File: src/common/cic_consts.svh
// constants of the cascaded interrupt controller
`ifndef CIC_CONSTS_SVH
`define CIC_CONSTS_SVH

// register map, 8-bit i/o addresses
`define MASTER_CMD_ADDR 8'h30
`define MASTER_MASK_ADDR 8'h32
`define SLAVE_CMD_ADDR 8'h40
`define SLAVE_MASK_ADDR 8'h42

// reset value: every level masked, user and expansion lines included
`define MASK_RESET 8'hff
`define ISR_RESET 8'h00
`define END_OF_SERVICE_CMD 8'h20

// vector = {base, level}; slots 0x40.. master, 0x48.. slave (user 0x4e, expansion 0x4d)
`define MASTER_VEC_BASE 5'h08
`define SLAVE_VEC_BASE 5'h09
`define CASCADE_LEVEL 3'h7
`define IDLE_LEVEL 3'h7
`define VECTOR_RESET 8'h00

// access timeout
`define TIMEOUT_NS 130000
`define CLK_PERIOD_NS 40
`define TMO_W 12
`define TIMEOUT_CYCLES (`TIMEOUT_NS / `CLK_PERIOD_NS)
`define TMO_LAST (`TMO_W'(`TIMEOUT_CYCLES - 1))
`define TMO_ZERO 12'h000
`define TMO_ONE 12'h001

`endif

File: src/common/cic_pkg.sv
// types shared by the cascaded interrupt controller
package cic_pkg;
  `include "cic_consts.svh"

  typedef enum logic [2:0] {
    ACK_IDLE = 3'b001,
    ACK_FIRST = 3'b010,
    ACK_SECOND = 3'b100
  } ack_state_type;

  typedef struct packed {
    logic rd;
    logic wr;
    logic [7:0] addr;
    logic [7:0] data;
  } io_bus_type;

  typedef struct packed {
    logic [7:0] mask;
    logic [7:0] isr;
    logic intReq;
  } unit_state_type;

  typedef struct packed {
    ack_state_type ack;
    logic intaPrev;
    logic [7:0] vector;
    logic [7:0] dataOut;
    logic dataOe_n;
    logic cpuIrq;
    logic [`TMO_W-1:0] tmoCount;
    logic forceReady;
    logic nmi;
  } top_state_type;
endpackage

File: src/design/interrupt_priority_unit.sv
// one priority unit: mask, in-service bits, fully nested resolver
`timescale 1ns/100ps
`include "cic_consts.svh"
module interrupt_priority_unit (
  // clock and reset
  input wire logic clk_sys,
  input wire logic rst_n,
  // request levels, high = pending
  input wire logic [7:0] reqLevel,
  // register writes and acknowledge
  input wire logic maskWr,
  input wire logic cmdWr,
  input wire logic [7:0] wrData,
  input wire logic ackFirst,
  // state
  output logic intReq,
  output logic [7:0] maskValue,
  output logic [7:0] inService,
  output logic [2:0] bestLevel
);
  import cic_pkg::*;

  unit_state_type st;
  unit_state_type next_st;
  logic [7:0] eligible;

  // index of the lowest set bit, level 0 is the highest priority
  function automatic logic [2:0] lowestSet(input logic [7:0] v);
    logic [2:0] idx;
    idx = `IDLE_LEVEL;
    for (int i = 7; i >= 0; i--) begin
      if (v[i]) begin
        idx = 3'(i);
      end
    end
    return idx;
  endfunction

  assign eligible = reqLevel & ~st.mask;
  assign bestLevel = lowestSet(eligible);
  assign intReq = st.intReq;
  assign maskValue = st.mask;
  assign inService = st.isr;

  always_comb begin
    next_st = st;
    if (maskWr) begin
      next_st.mask = wrData;
    end
    // only an explicit end-of-service command retires a level
    if (cmdWr && wrData == `END_OF_SERVICE_CMD && |st.isr) begin
      next_st.isr[lowestSet(st.isr)] = 1'b0;
    end
    if (ackFirst && |eligible) begin
      next_st.isr[bestLevel] = 1'b1;
    end
    // fully nested: only a level above everything in service gets through
    next_st.intReq = |eligible &&
      (next_st.isr == `ISR_RESET || bestLevel < lowestSet(next_st.isr));
  end

  always_ff @(posedge clk_sys or negedge rst_n) begin
    if (!rst_n) begin
      st <= '{mask: `MASK_RESET, isr: `ISR_RESET, intReq: 1'b0};
    end else begin
      st <= next_st;
    end
  end
endmodule

File: src/design/cascaded_interrupt_controller.sv
// system interrupt circuit: cascaded master and slave units, acknowledge, timeout
// ============================================================================
// Notes on behaviour
// a high level on a request input is pending; no edge detection.
// request reaches the processor only if unmasked and above the in-service level.
// on the first acknowledge pulse the data bus stays floating.
// on the second acknowledge pulse the 8-bit vector of the grant is driven.
// access without ready past the timeout gets forced ready plus a non-maskable interrupt.
// a reinitialisation request goes out as a non-maskable interrupt, not a reset.
// units work level-triggered, vectored, normal end of service, fully nested.
// a requester holds its level until acknowledged, clears it by command or port.
// a port-held request is dropped by the handler at its start.
// handlers sit in four-byte slots from 100H; user slot 14, expansion 13.
// master mask at 32H, slave mask at 42H, both readable and writable.
// user line masked after reset; software clears slave mask bit 6.
// expansion line masked after reset; software clears slave mask bit 5.
// handler ends with end-of-service 20H to 40H, then to 30H.
// expansion line is active low at the slot and inverted for the unit.
// devices on the expansion line expose request status for polling.
// only the user line is open to user boards; other slot lines are system.
// slave output feeds one master input; only the master drives the processor.
`timescale 1ns/100ps
`include "cic_consts.svh"
module cascaded_interrupt_controller (
  // clock and reset
  input wire logic clk_sys,
  input wire logic rst_n,
  // request lines
  input wire logic [6:0] masterIrq,
  input wire logic [5:0] slaveIrq,
  input wire logic userIrqLine,
  input wire logic expansionIrqLine_n,
  // i/o register access
  input wire cic_pkg::io_bus_type ioBus,
  // processor interrupt side
  input wire logic intAck_n,
  output logic cpuIrqIn,
  output logic [7:0] dataOut,
  output logic dataOe_n,
  // timeout monitor and reinitialisation
  input wire logic accessActive,
  input wire logic readyIn,
  input wire logic reinitReq,
  output logic forceReady,
  output logic nmiOut
);
  import cic_pkg::*;

  top_state_type st;
  top_state_type next_st;
  logic [7:0] masterReq;
  logic [7:0] slaveReq;
  logic masterInt;
  logic slaveInt;
  logic [7:0] masterMask;
  logic [7:0] slaveMask;
  logic [7:0] masterIsr;
  logic [7:0] slaveIsr;
  logic [2:0] masterBest;
  logic [2:0] slaveBest;
  logic intaFall;
  logic ackFirst;
  logic slaveAck;
  logic masterMaskWr;
  logic slaveMaskWr;
  logic masterCmdWr;
  logic slaveCmdWr;
  logic tmoFire;

  // ==========================================================================
  // request routing
  // slave levels: 0-4 system, 5 expansion, 6 user, 7 system
  assign slaveReq = {slaveIrq[5], userIrqLine, ~expansionIrqLine_n, slaveIrq[4:0]};
  // slave output occupies master level 7, the lowest priority
  assign masterReq = {slaveInt, masterIrq};

  // ==========================================================================
  // register decode
  assign masterMaskWr = ioBus.wr && ioBus.addr == `MASTER_MASK_ADDR;
  assign slaveMaskWr = ioBus.wr && ioBus.addr == `SLAVE_MASK_ADDR;
  assign masterCmdWr = ioBus.wr && ioBus.addr == `MASTER_CMD_ADDR;
  assign slaveCmdWr = ioBus.wr && ioBus.addr == `SLAVE_CMD_ADDR;

  assign intaFall = st.intaPrev && !intAck_n;
  assign ackFirst = st.ack == ACK_IDLE && intaFall;
  assign slaveAck = ackFirst && masterBest == `CASCADE_LEVEL;

  interrupt_priority_unit masterUnit (
    .clk_sys(clk_sys),
    .rst_n(rst_n),
    .reqLevel(masterReq),
    .maskWr(masterMaskWr),
    .cmdWr(masterCmdWr),
    .wrData(ioBus.data),
    .ackFirst(ackFirst),
    .intReq(masterInt),
    .maskValue(masterMask),
    .inService(masterIsr),
    .bestLevel(masterBest)
  );

  interrupt_priority_unit slaveUnit (
    .clk_sys(clk_sys),
    .rst_n(rst_n),
    .reqLevel(slaveReq),
    .maskWr(slaveMaskWr),
    .cmdWr(slaveCmdWr),
    .wrData(ioBus.data),
    .ackFirst(slaveAck),
    .intReq(slaveInt),
    .maskValue(slaveMask),
    .inService(slaveIsr),
    .bestLevel(slaveBest)
  );

  // ==========================================================================
  // timeout monitor
  assign tmoFire = accessActive && !readyIn && !st.forceReady && st.tmoCount == `TMO_LAST;

  // ==========================================================================
  // next state
  always_comb begin
    next_st = st;
    next_st.intaPrev = intAck_n;
    next_st.cpuIrq = masterInt;
    unique case (st.ack)
      ACK_IDLE: begin
        if (intaFall) begin
          next_st.ack = ACK_FIRST;
          // vector is frozen on the first pulse
          if (masterBest == `CASCADE_LEVEL) begin
            next_st.vector = {`SLAVE_VEC_BASE, slaveBest};
          end else begin
            next_st.vector = {`MASTER_VEC_BASE, masterBest};
          end
        end
      end
      ACK_FIRST: begin
        if (intaFall) begin
          next_st.ack = ACK_SECOND;
        end
      end
      ACK_SECOND: begin
        if (intAck_n) begin
          next_st.ack = ACK_IDLE;
        end
      end
    endcase
    // data bus: vector, then mask reads, otherwise released
    next_st.dataOe_n = 1'b1;
    next_st.dataOut = `VECTOR_RESET;
    if (next_st.ack == ACK_SECOND) begin
      next_st.dataOe_n = 1'b0;
      next_st.dataOut = next_st.vector;
    end else if (next_st.ack == ACK_FIRST) begin
      next_st.dataOe_n = 1'b1;
    end else if (ioBus.rd && ioBus.addr == `MASTER_MASK_ADDR) begin
      next_st.dataOe_n = 1'b0;
      next_st.dataOut = masterMask;
    end else if (ioBus.rd && ioBus.addr == `SLAVE_MASK_ADDR) begin
      next_st.dataOe_n = 1'b0;
      next_st.dataOut = slaveMask;
    end
    // stalled access counter; forced ready holds until the access ends
    if (!accessActive) begin
      next_st.tmoCount = `TMO_ZERO;
      next_st.forceReady = 1'b0;
    end else if (readyIn || st.forceReady) begin
      next_st.tmoCount = `TMO_ZERO;
    end else if (tmoFire) begin
      next_st.tmoCount = `TMO_ZERO;
      next_st.forceReady = 1'b1;
    end else begin
      next_st.tmoCount = st.tmoCount + `TMO_ONE;
    end
    next_st.nmi = tmoFire || reinitReq;
  end

  always_ff @(posedge clk_sys or negedge rst_n) begin
    if (!rst_n) begin
      st <= '{ack: ACK_IDLE, intaPrev: 1'b1, vector: `VECTOR_RESET,
              dataOut: `VECTOR_RESET, dataOe_n: 1'b1, cpuIrq: 1'b0,
              tmoCount: `TMO_ZERO, forceReady: 1'b0, nmi: 1'b0};
    end else begin
      st <= next_st;
    end
  end

  assign cpuIrqIn = st.cpuIrq;
  assign dataOut = st.dataOut;
  assign dataOe_n = st.dataOe_n;
  assign forceReady = st.forceReady;
  assign nmiOut = st.nmi;
endmodule

File: config.mk
export PLATFORM = sky130hd
export DESIGN_NAME = cascaded_interrupt_controller
export DESIGN_NICKNAME = d
export VERILOG_FILES = /design/src/common/cic_pkg.sv /design/src/design/interrupt_priority_unit.sv /design/src/design/cascaded_interrupt_controller.sv
export VERILOG_INCLUDE_DIRS = /design/src /design/src/common
export SDC_FILE = /design/constraint.sdc
export NUM_CORES = 1
export LEC_CHECK = 0
export ABC_CLOCK_PERIOD_IN_PS = 4400
export BUFFER_PORTS_ARGS = -buffer_cell sky130_fd_sc_hd__clkbuf_2
export CAP_MARGIN = 30
export CORE_MARGIN = 1.5
export CORE_UTILIZATION = 43
export DETAILED_ROUTE_END_ITERATION = 12
export SYNTH_ARGS = -nofsm -noshare
export SYNTH_HDL_FRONTEND = slang
export SYNTH_HIERARCHICAL = 1
export SYNTH_SLANG_ARGS = --single-unit
File: constraint.sdc
create_clock -name clk_sys -period 4.4 [get_ports clk_sys]
set_clock_uncertainty 0.2 [all_clocks]
set_input_delay 0.66 -clock clk_sys [delete_from_list [all_inputs] [get_ports clk_sys]]
set_output_delay 0.66 -clock clk_sys [all_outputs]
set_load 0.05 [all_outputs]
# --- Word-level counts from Yosys, hierarchy flattened ---
# Cells that the tools add are included.
totals:
  mem_bits_ro: 0
  reg_bits: 70
  out_inout_bits: 12
  latch_bits: 0
  ramBits: 0
  n_memories: 0
  input_bits: 39
  wordCells: 162
classes:
  div_mod_pow: 0
  add_sub_neg: 1
  multipliers: 0
  order_cmp: 10
  n_reduce_logical: 38
  n_shift: 0
  bitwise: 11
  n_mux: 73
  n_eq_ne: 14
ops:
  columns: ["op", "n"]
  rows:
  - ["3-bit two-way mux", 29]
  - ["8-bit two-way mux", 7]
  - ["8-bit AND", 4]
  - ["8-bit NOT", 4]
  - ["8-bit OR reduction", 4]
  - ["9-bit two-way mux", 3]
  - ["8-bit by 6-bit equality test with 1-bit output, second input constant", 3]
  - ["1-bit logical AND", 24]
  - ["12-bit two-way mux", 2]
  - ["2-bit two-way mux", 12]
  - ["8-bit by 7-bit equality test with 1-bit output, second input constant", 2]
  - ["8-bit zero test", 2]
  - ["3-bit by 4-bit < comparator with 1-bit output, second input constant", 4]
  - ["8-bit bitwise OR", 2]
  - ["1-bit two-way mux", 13]
  - ["13-bit two-way mux", 1]
  - ["12-bit by 1-bit adder with 12-bit output, second input constant", 1]
  - ["1-bit demux with 3-bit select", 4]
  - ["12-bit equality test, second input constant", 1]
  - ["3-bit by 1-bit greater-or-equal comparator with 1-bit output, second input constant", 4]
  - ["3-bit equality test, second input constant", 3]
  - ["3-bit one-hot mux with 3 select lines", 1]
  - ["3-bit by 2-bit equality test with 1-bit output, second input constant", 2]
  - ["3-bit < comparator", 2]
  - ["8 further kinds", 13]

# --- Depth between registers and ports, before layout ---
depth:
  depth_word: 27
  ltp_mapped: 15
  ltp_nobuf: 15

# --- By module ---
# Netlist, hierarchy kept.
by_module_without_submodules:
  columns: ["mod", "n_inst", "area_per_inst_um2", "seq_area_each_um2", "cells_per_inst"]
  rows:
  - ["cascaded_interrupt_controller", 1, 1814.2, 904.6, 182]
  - ["interrupt_priority_unit at slaveUnit", 1, 1089.8, 435.4, 108]
  - ["interrupt_priority_unit at masterUnit", 1, 1066.0, 435.4, 108]

# --- Worst setup path after synthesis ---
# OpenSTA, ideal clock, no wires.
synth_timing:
  path_type: "input port to flip-flop"
  from: "input ioBus[15] (netlist bit)"
  to: "register masterUnit.st (netlist bit masterUnit/intReq)"
  path_buffers: 0
  arrival_time_ns: 3.395
  setup_slack_ns: 0.741
  setup_time_ns: 0.064
  t_required_ns: 4.136
  cell_stages: 12
  path_cell_list: "or4bb_4 nor2_1 and4bb_2 and4_1 nand3_1 o2bb2ai_1 nand2b_1 a21o_1 ha_1 o41a_1 a2111oi_2 a21o_1"
synth_rtl:
  columns: ["element", "line_no", "source"]
  rows:
  - ["start: declaration", "cascaded_interrupt_controller.sv:34", "input wire cic_pkg::io_bus_type ioBus,"]
  - ["end signal: assignment", "interrupt_priority_unit.sv:64", "st <= '{mask: `MASK_RESET, isr: `ISR_RESET, intReq: 1'b0};"]
  - ["end signal: assignment", "interrupt_priority_unit.sv:66", "st <= next_st;"]
  - ["end: declaration", "interrupt_priority_unit.sv:23", "unit_state_type st;"]

==> insert_results.sql <==
INSERT INTO impl_metrics (metric_group, metric, value, unit) VALUES
('finish', 'total_nets_final', '495', ''),
('place', 'gp_congestion', '0.8412', ''),
('routing', 'remaining_drc_errors', '0', ''),
('finish', 'fill_cells', '840', ''),
('min_path', 'hold_start', 'masterUnit/intReq$_DFF_PN0_', ''),
('place', 'dp_slack', '0.4306', 'ns'),
('cts', 'cts_tree', 'built', ''),
('sta', 'final_min_period_over_clock_period', '84.61', '%'),
('finish', 'diodes', '0', ''),
('routing', 'detail_route.first_pass.iterations', '4', ''),
('die', 'io_pins', '51', ''),
('sta', 'max_freq', '268.6', 'MHz'),
('worst_setup_path', 'reg2reg_setup_slack', '0.68', 'ns'),
('run_status', 'run_status', 'finished clean', ''),
('worst_setup_path', 'rr_worst_depth', '14', ''),
('synth', 'synth-seq-area-share', '44.72', '%'),
('cts', 'post_cts.resized_instances', '0', ''),
('cts', 'cts.path.max_buffers', '2', ''),
('synth', 'synth_largest_type_area_fraction', '32.15', '%'),
('grt', 'grt_usage', '19.48', '%'),
('synth', 'synth.top_cells.by_area', 'sky130_fd_sc_hd__dfrtp_1 (32%), sky130_fd_sc_hd__dfstp_2 (13%), sky130_fd_sc_hd__mux2_2 (4.3%)', ''),
('die', 'floorplan.die_area', '0.009818', 'mm²'),
('sta', 'number_of_max_slew_violations_in_the_final_report', '0', ''),
('routing', 'route.antenna.remaining_nets', '0', ''),
('synth', 'synth-warning-count', '6', ''),
('place', 'dp_hpwl', '7052', 'µm'),
('finish', 'postLayoutCellArea', '0.004501', 'mm²'),
('power_and_ir_drop', 'cellPowerDensity', '363.8', 'mW/mm²'),
('die', 'die_y', '99.09', 'µm'),
('min_path', 'hold_critical_path_endpoint', 'cpuIrqIn$_DFF_PN0_', ''),
('sta', 'post-route-worst-setup-slack', '0.6773', 'ns'),
('synth', 'ys_types', '73', ''),
('finish', 'ff_latch_area', '0.001775', 'mm²'),
('worst_setup_path', 'cp_data_arrival_time', '3.74', 'ns'),
('cts', 'clk_pin_slew', '0.08', 'ns'),
('cts', 'cts-root-buf', 'sky130_fd_sc_hd__clkbuf_8', ''),
('grt', 'global_route.overflow_total', '0', ''),
('worst_setup_path', 'maximum_cell_stage_delay_along_the_critical_path', '0.54', 'ns'),
('finish', 'layout-area-overhead-vs-synth', '13.36', '%'),
('synth', 'syn_avg_cell_area', '9.975', 'µm²'),
('die', 'placement_rows', '34', ''),
('sta', 'rsz0062_at_grt', 'no', ''),
('routing', 'detail_route.wirelength', '9033', 'µm'),
('worst_setup_path', 'r2r-start', 'masterUnit/maskValue[5]$_DFFE_PN1P_', ''),
('grt', 'grt_first_pass_wirelength', '14890', 'µm'),
('routing', 'dr_total_vias', '3142', ''),
('sta', 'finalHoldViolations', '0', ''),
('place', 'post-place-cells', '546', ''),
('worst_setup_path', 'worst_ep_required_time', '4.42', 'ns'),
('die', 'die_x', '99.09', 'µm'),
('sta', 'slew_margin_rel', '52.61', '%'),
('cts', 'worstSkewPairLatency', '0.35', 'ns'),
('cts', 'cts_sinks', '70', ''),
('synth', 'postSynthCellCount', '398', ''),
('synth', 'async_reset_ff_share', '100.0', '%'),
('grt', 'grt_max_degree', '37', ''),
('power_and_ir_drop', 'worst_ir_drop_vdd', '0.1243', 'mV'),
('worst_setup_path', 'critPathLaunchType', 'flip-flop', ''),
('die', 'floorplan.core_area', '0.008848', 'mm²'),
('worst_setup_path', 'type_of_the_worst_setup_path', 'flip-flop to flip-flop', ''),
('worst_setup_path', 'timing.critical_path.fanout_max', '5', ''),
('sta', 'setup_tns', '0', 'ns'),
('synth', 'synth_area', '0.003970', 'mm²'),
('routing', 'via_density', '5.581', ''),
('cts', 'cts_made_buffers', '9', ''),
('synth', 'synth_top_flop_cell', 'sky130_fd_sc_hd__dfrtp_1', ''),
('sta', 'finalSetupViolCount', '0', ''),
('synth', 'synth_enable_flop_cells', '0', ''),
('finish', 'drive_above_1_share', '27.91', '%'),
('routing', 'routed_wire_length_per_instance', '16.04', 'µm'),
('finish', 'multi_input_combinational_cell_area', '0.001989', 'mm²');
-- where the power goes --
part / switching, µW / internal, µW
registers: 55.0 / 720
clock network: 257 / 234
logic: 224 / 148
-- cell usage in the layout (no fill, tap or decap), drive strengths merged, types with 6 or more instances in the layout --
master and n:
a21oi 9, o21ai 15, o22ai 9, dfrtp 51
nand4 10, nand3 13, nor3 13, mux2 16
nor2b 15, xnor2 9, nand2 29, ha 6
clkbuf 60, dfstp 19, inv 29, a22oi 9
nor2 42, a211oi 6, nand2b 17
-- how the worst max path moves through the flow --
stage | slack, ns | start | endpoint | cells after the start
2_1_floorplan | 0.74 | ioBus[15] | masterUnit/intReq$_DFF_PN0_ | 12
3_3_place_gp | 0.48 | ioBus[15] | masterUnit/intReq$_DFF_PN0_ | 13
3_5_place_dp | 0.43 | masterIrq[6] | slaveUnit/intReq$_DFF_PN0_ | 15
4_1_cts | 0.66 | masterUnit/maskValue[5]$_DFFE_PN1P_ | slaveUnit/intReq$_DFF_PN0_ | 14
5_1_grt | 0.39 | masterUnit/maskValue[5]$_DFFE_PN1P_ | slaveUnit/intReq$_DFF_PN0_ | 14
6_report | 0.68 | masterUnit/maskValue[5]$_DFFE_PN1P_ | slaveUnit/intReq$_DFF_PN0_ | 14
-- layout make-up --
class / instances / share of cell area (%)
inverter: 30 / 2.502
clock inverter: 5 / 0.7506
multi-input combinational: 284 / 44.20
sequential: 70 / 39.45
tap: 108 / 3.003
clock buffer: 11 / 3.364
timing repair buffer: 55 / 6.728
-- metrics by stage --
stage	hold slack, ns	power, µW
after global routing	0.1655	1725
after floorplan	0.1312	1066
after detailed placement	0.1371	1159
after global placement	0.1366	1151
final	0.1532	1637
after CTS	0.1552	1653
-- registers in the layout, summed over array words and instances (netlist names) --
| name | count |
|---|---|
| dataOut | 8 |
| st | 24 |
| forceReady | 1 |
| slaveUnit/maskValue | 8 |
| dataOe_n | 1 |
| masterUnit/maskValue | 8 |
| slaveUnit/intReq | 1 |
| masterUnit/intReq | 1 |
| slaveUnit/inService | 8 |
| masterUnit/inService | 8 |
| nmiOut | 1 |
| cpuIrqIn | 1 |
-- timing repair --
item / in CTS / in global routing
endpoints found under the hold margin: 1 / 0
buffers inserted: 0 / 0
hold buffers: 1 / 0
-- worst max-delay path, delay by kind of cell, from the launching register on --
| family | cells | cell delay [ns] |
|---|---|---|
| compound gates | 6 | 1.41 |
| fa+ha+maj | 1 | 0.29 |
| buf+inv | 2 | 0.24 |
| flops | 1 | 0.54 |
| simple gates | 5 | 0.91 |
-- metal layers --
metal | vias up | GRT usage [%] | wire length (µm)
met2 | 81 | 30.34 | 4174
met1 | 1509 | 27.31 | 4370
met5 | - | 0 | 0
met4 | 0 | 6.067 | 136
li1 | 1542 | - | -
met3 | 10 | 4.184 | 352
-- cells by family (layout without fill, tap and decap cells) --
logic type	Yosys count	after routing	synth area share [%]
AND/OR/NAND/NOR	166	166	25.15
AO/OA/AOI/OAI	82	82	15.29
flip-flops	70	70	44.72
buffers and inverters	44	101	5.168
multiplexers	19	19	5.295
XOR/XNOR	10	10	2.206
adder cells (fa/ha/maj)	7	7	2.175
Note: power is estimated with default switching activity, not from simulation.
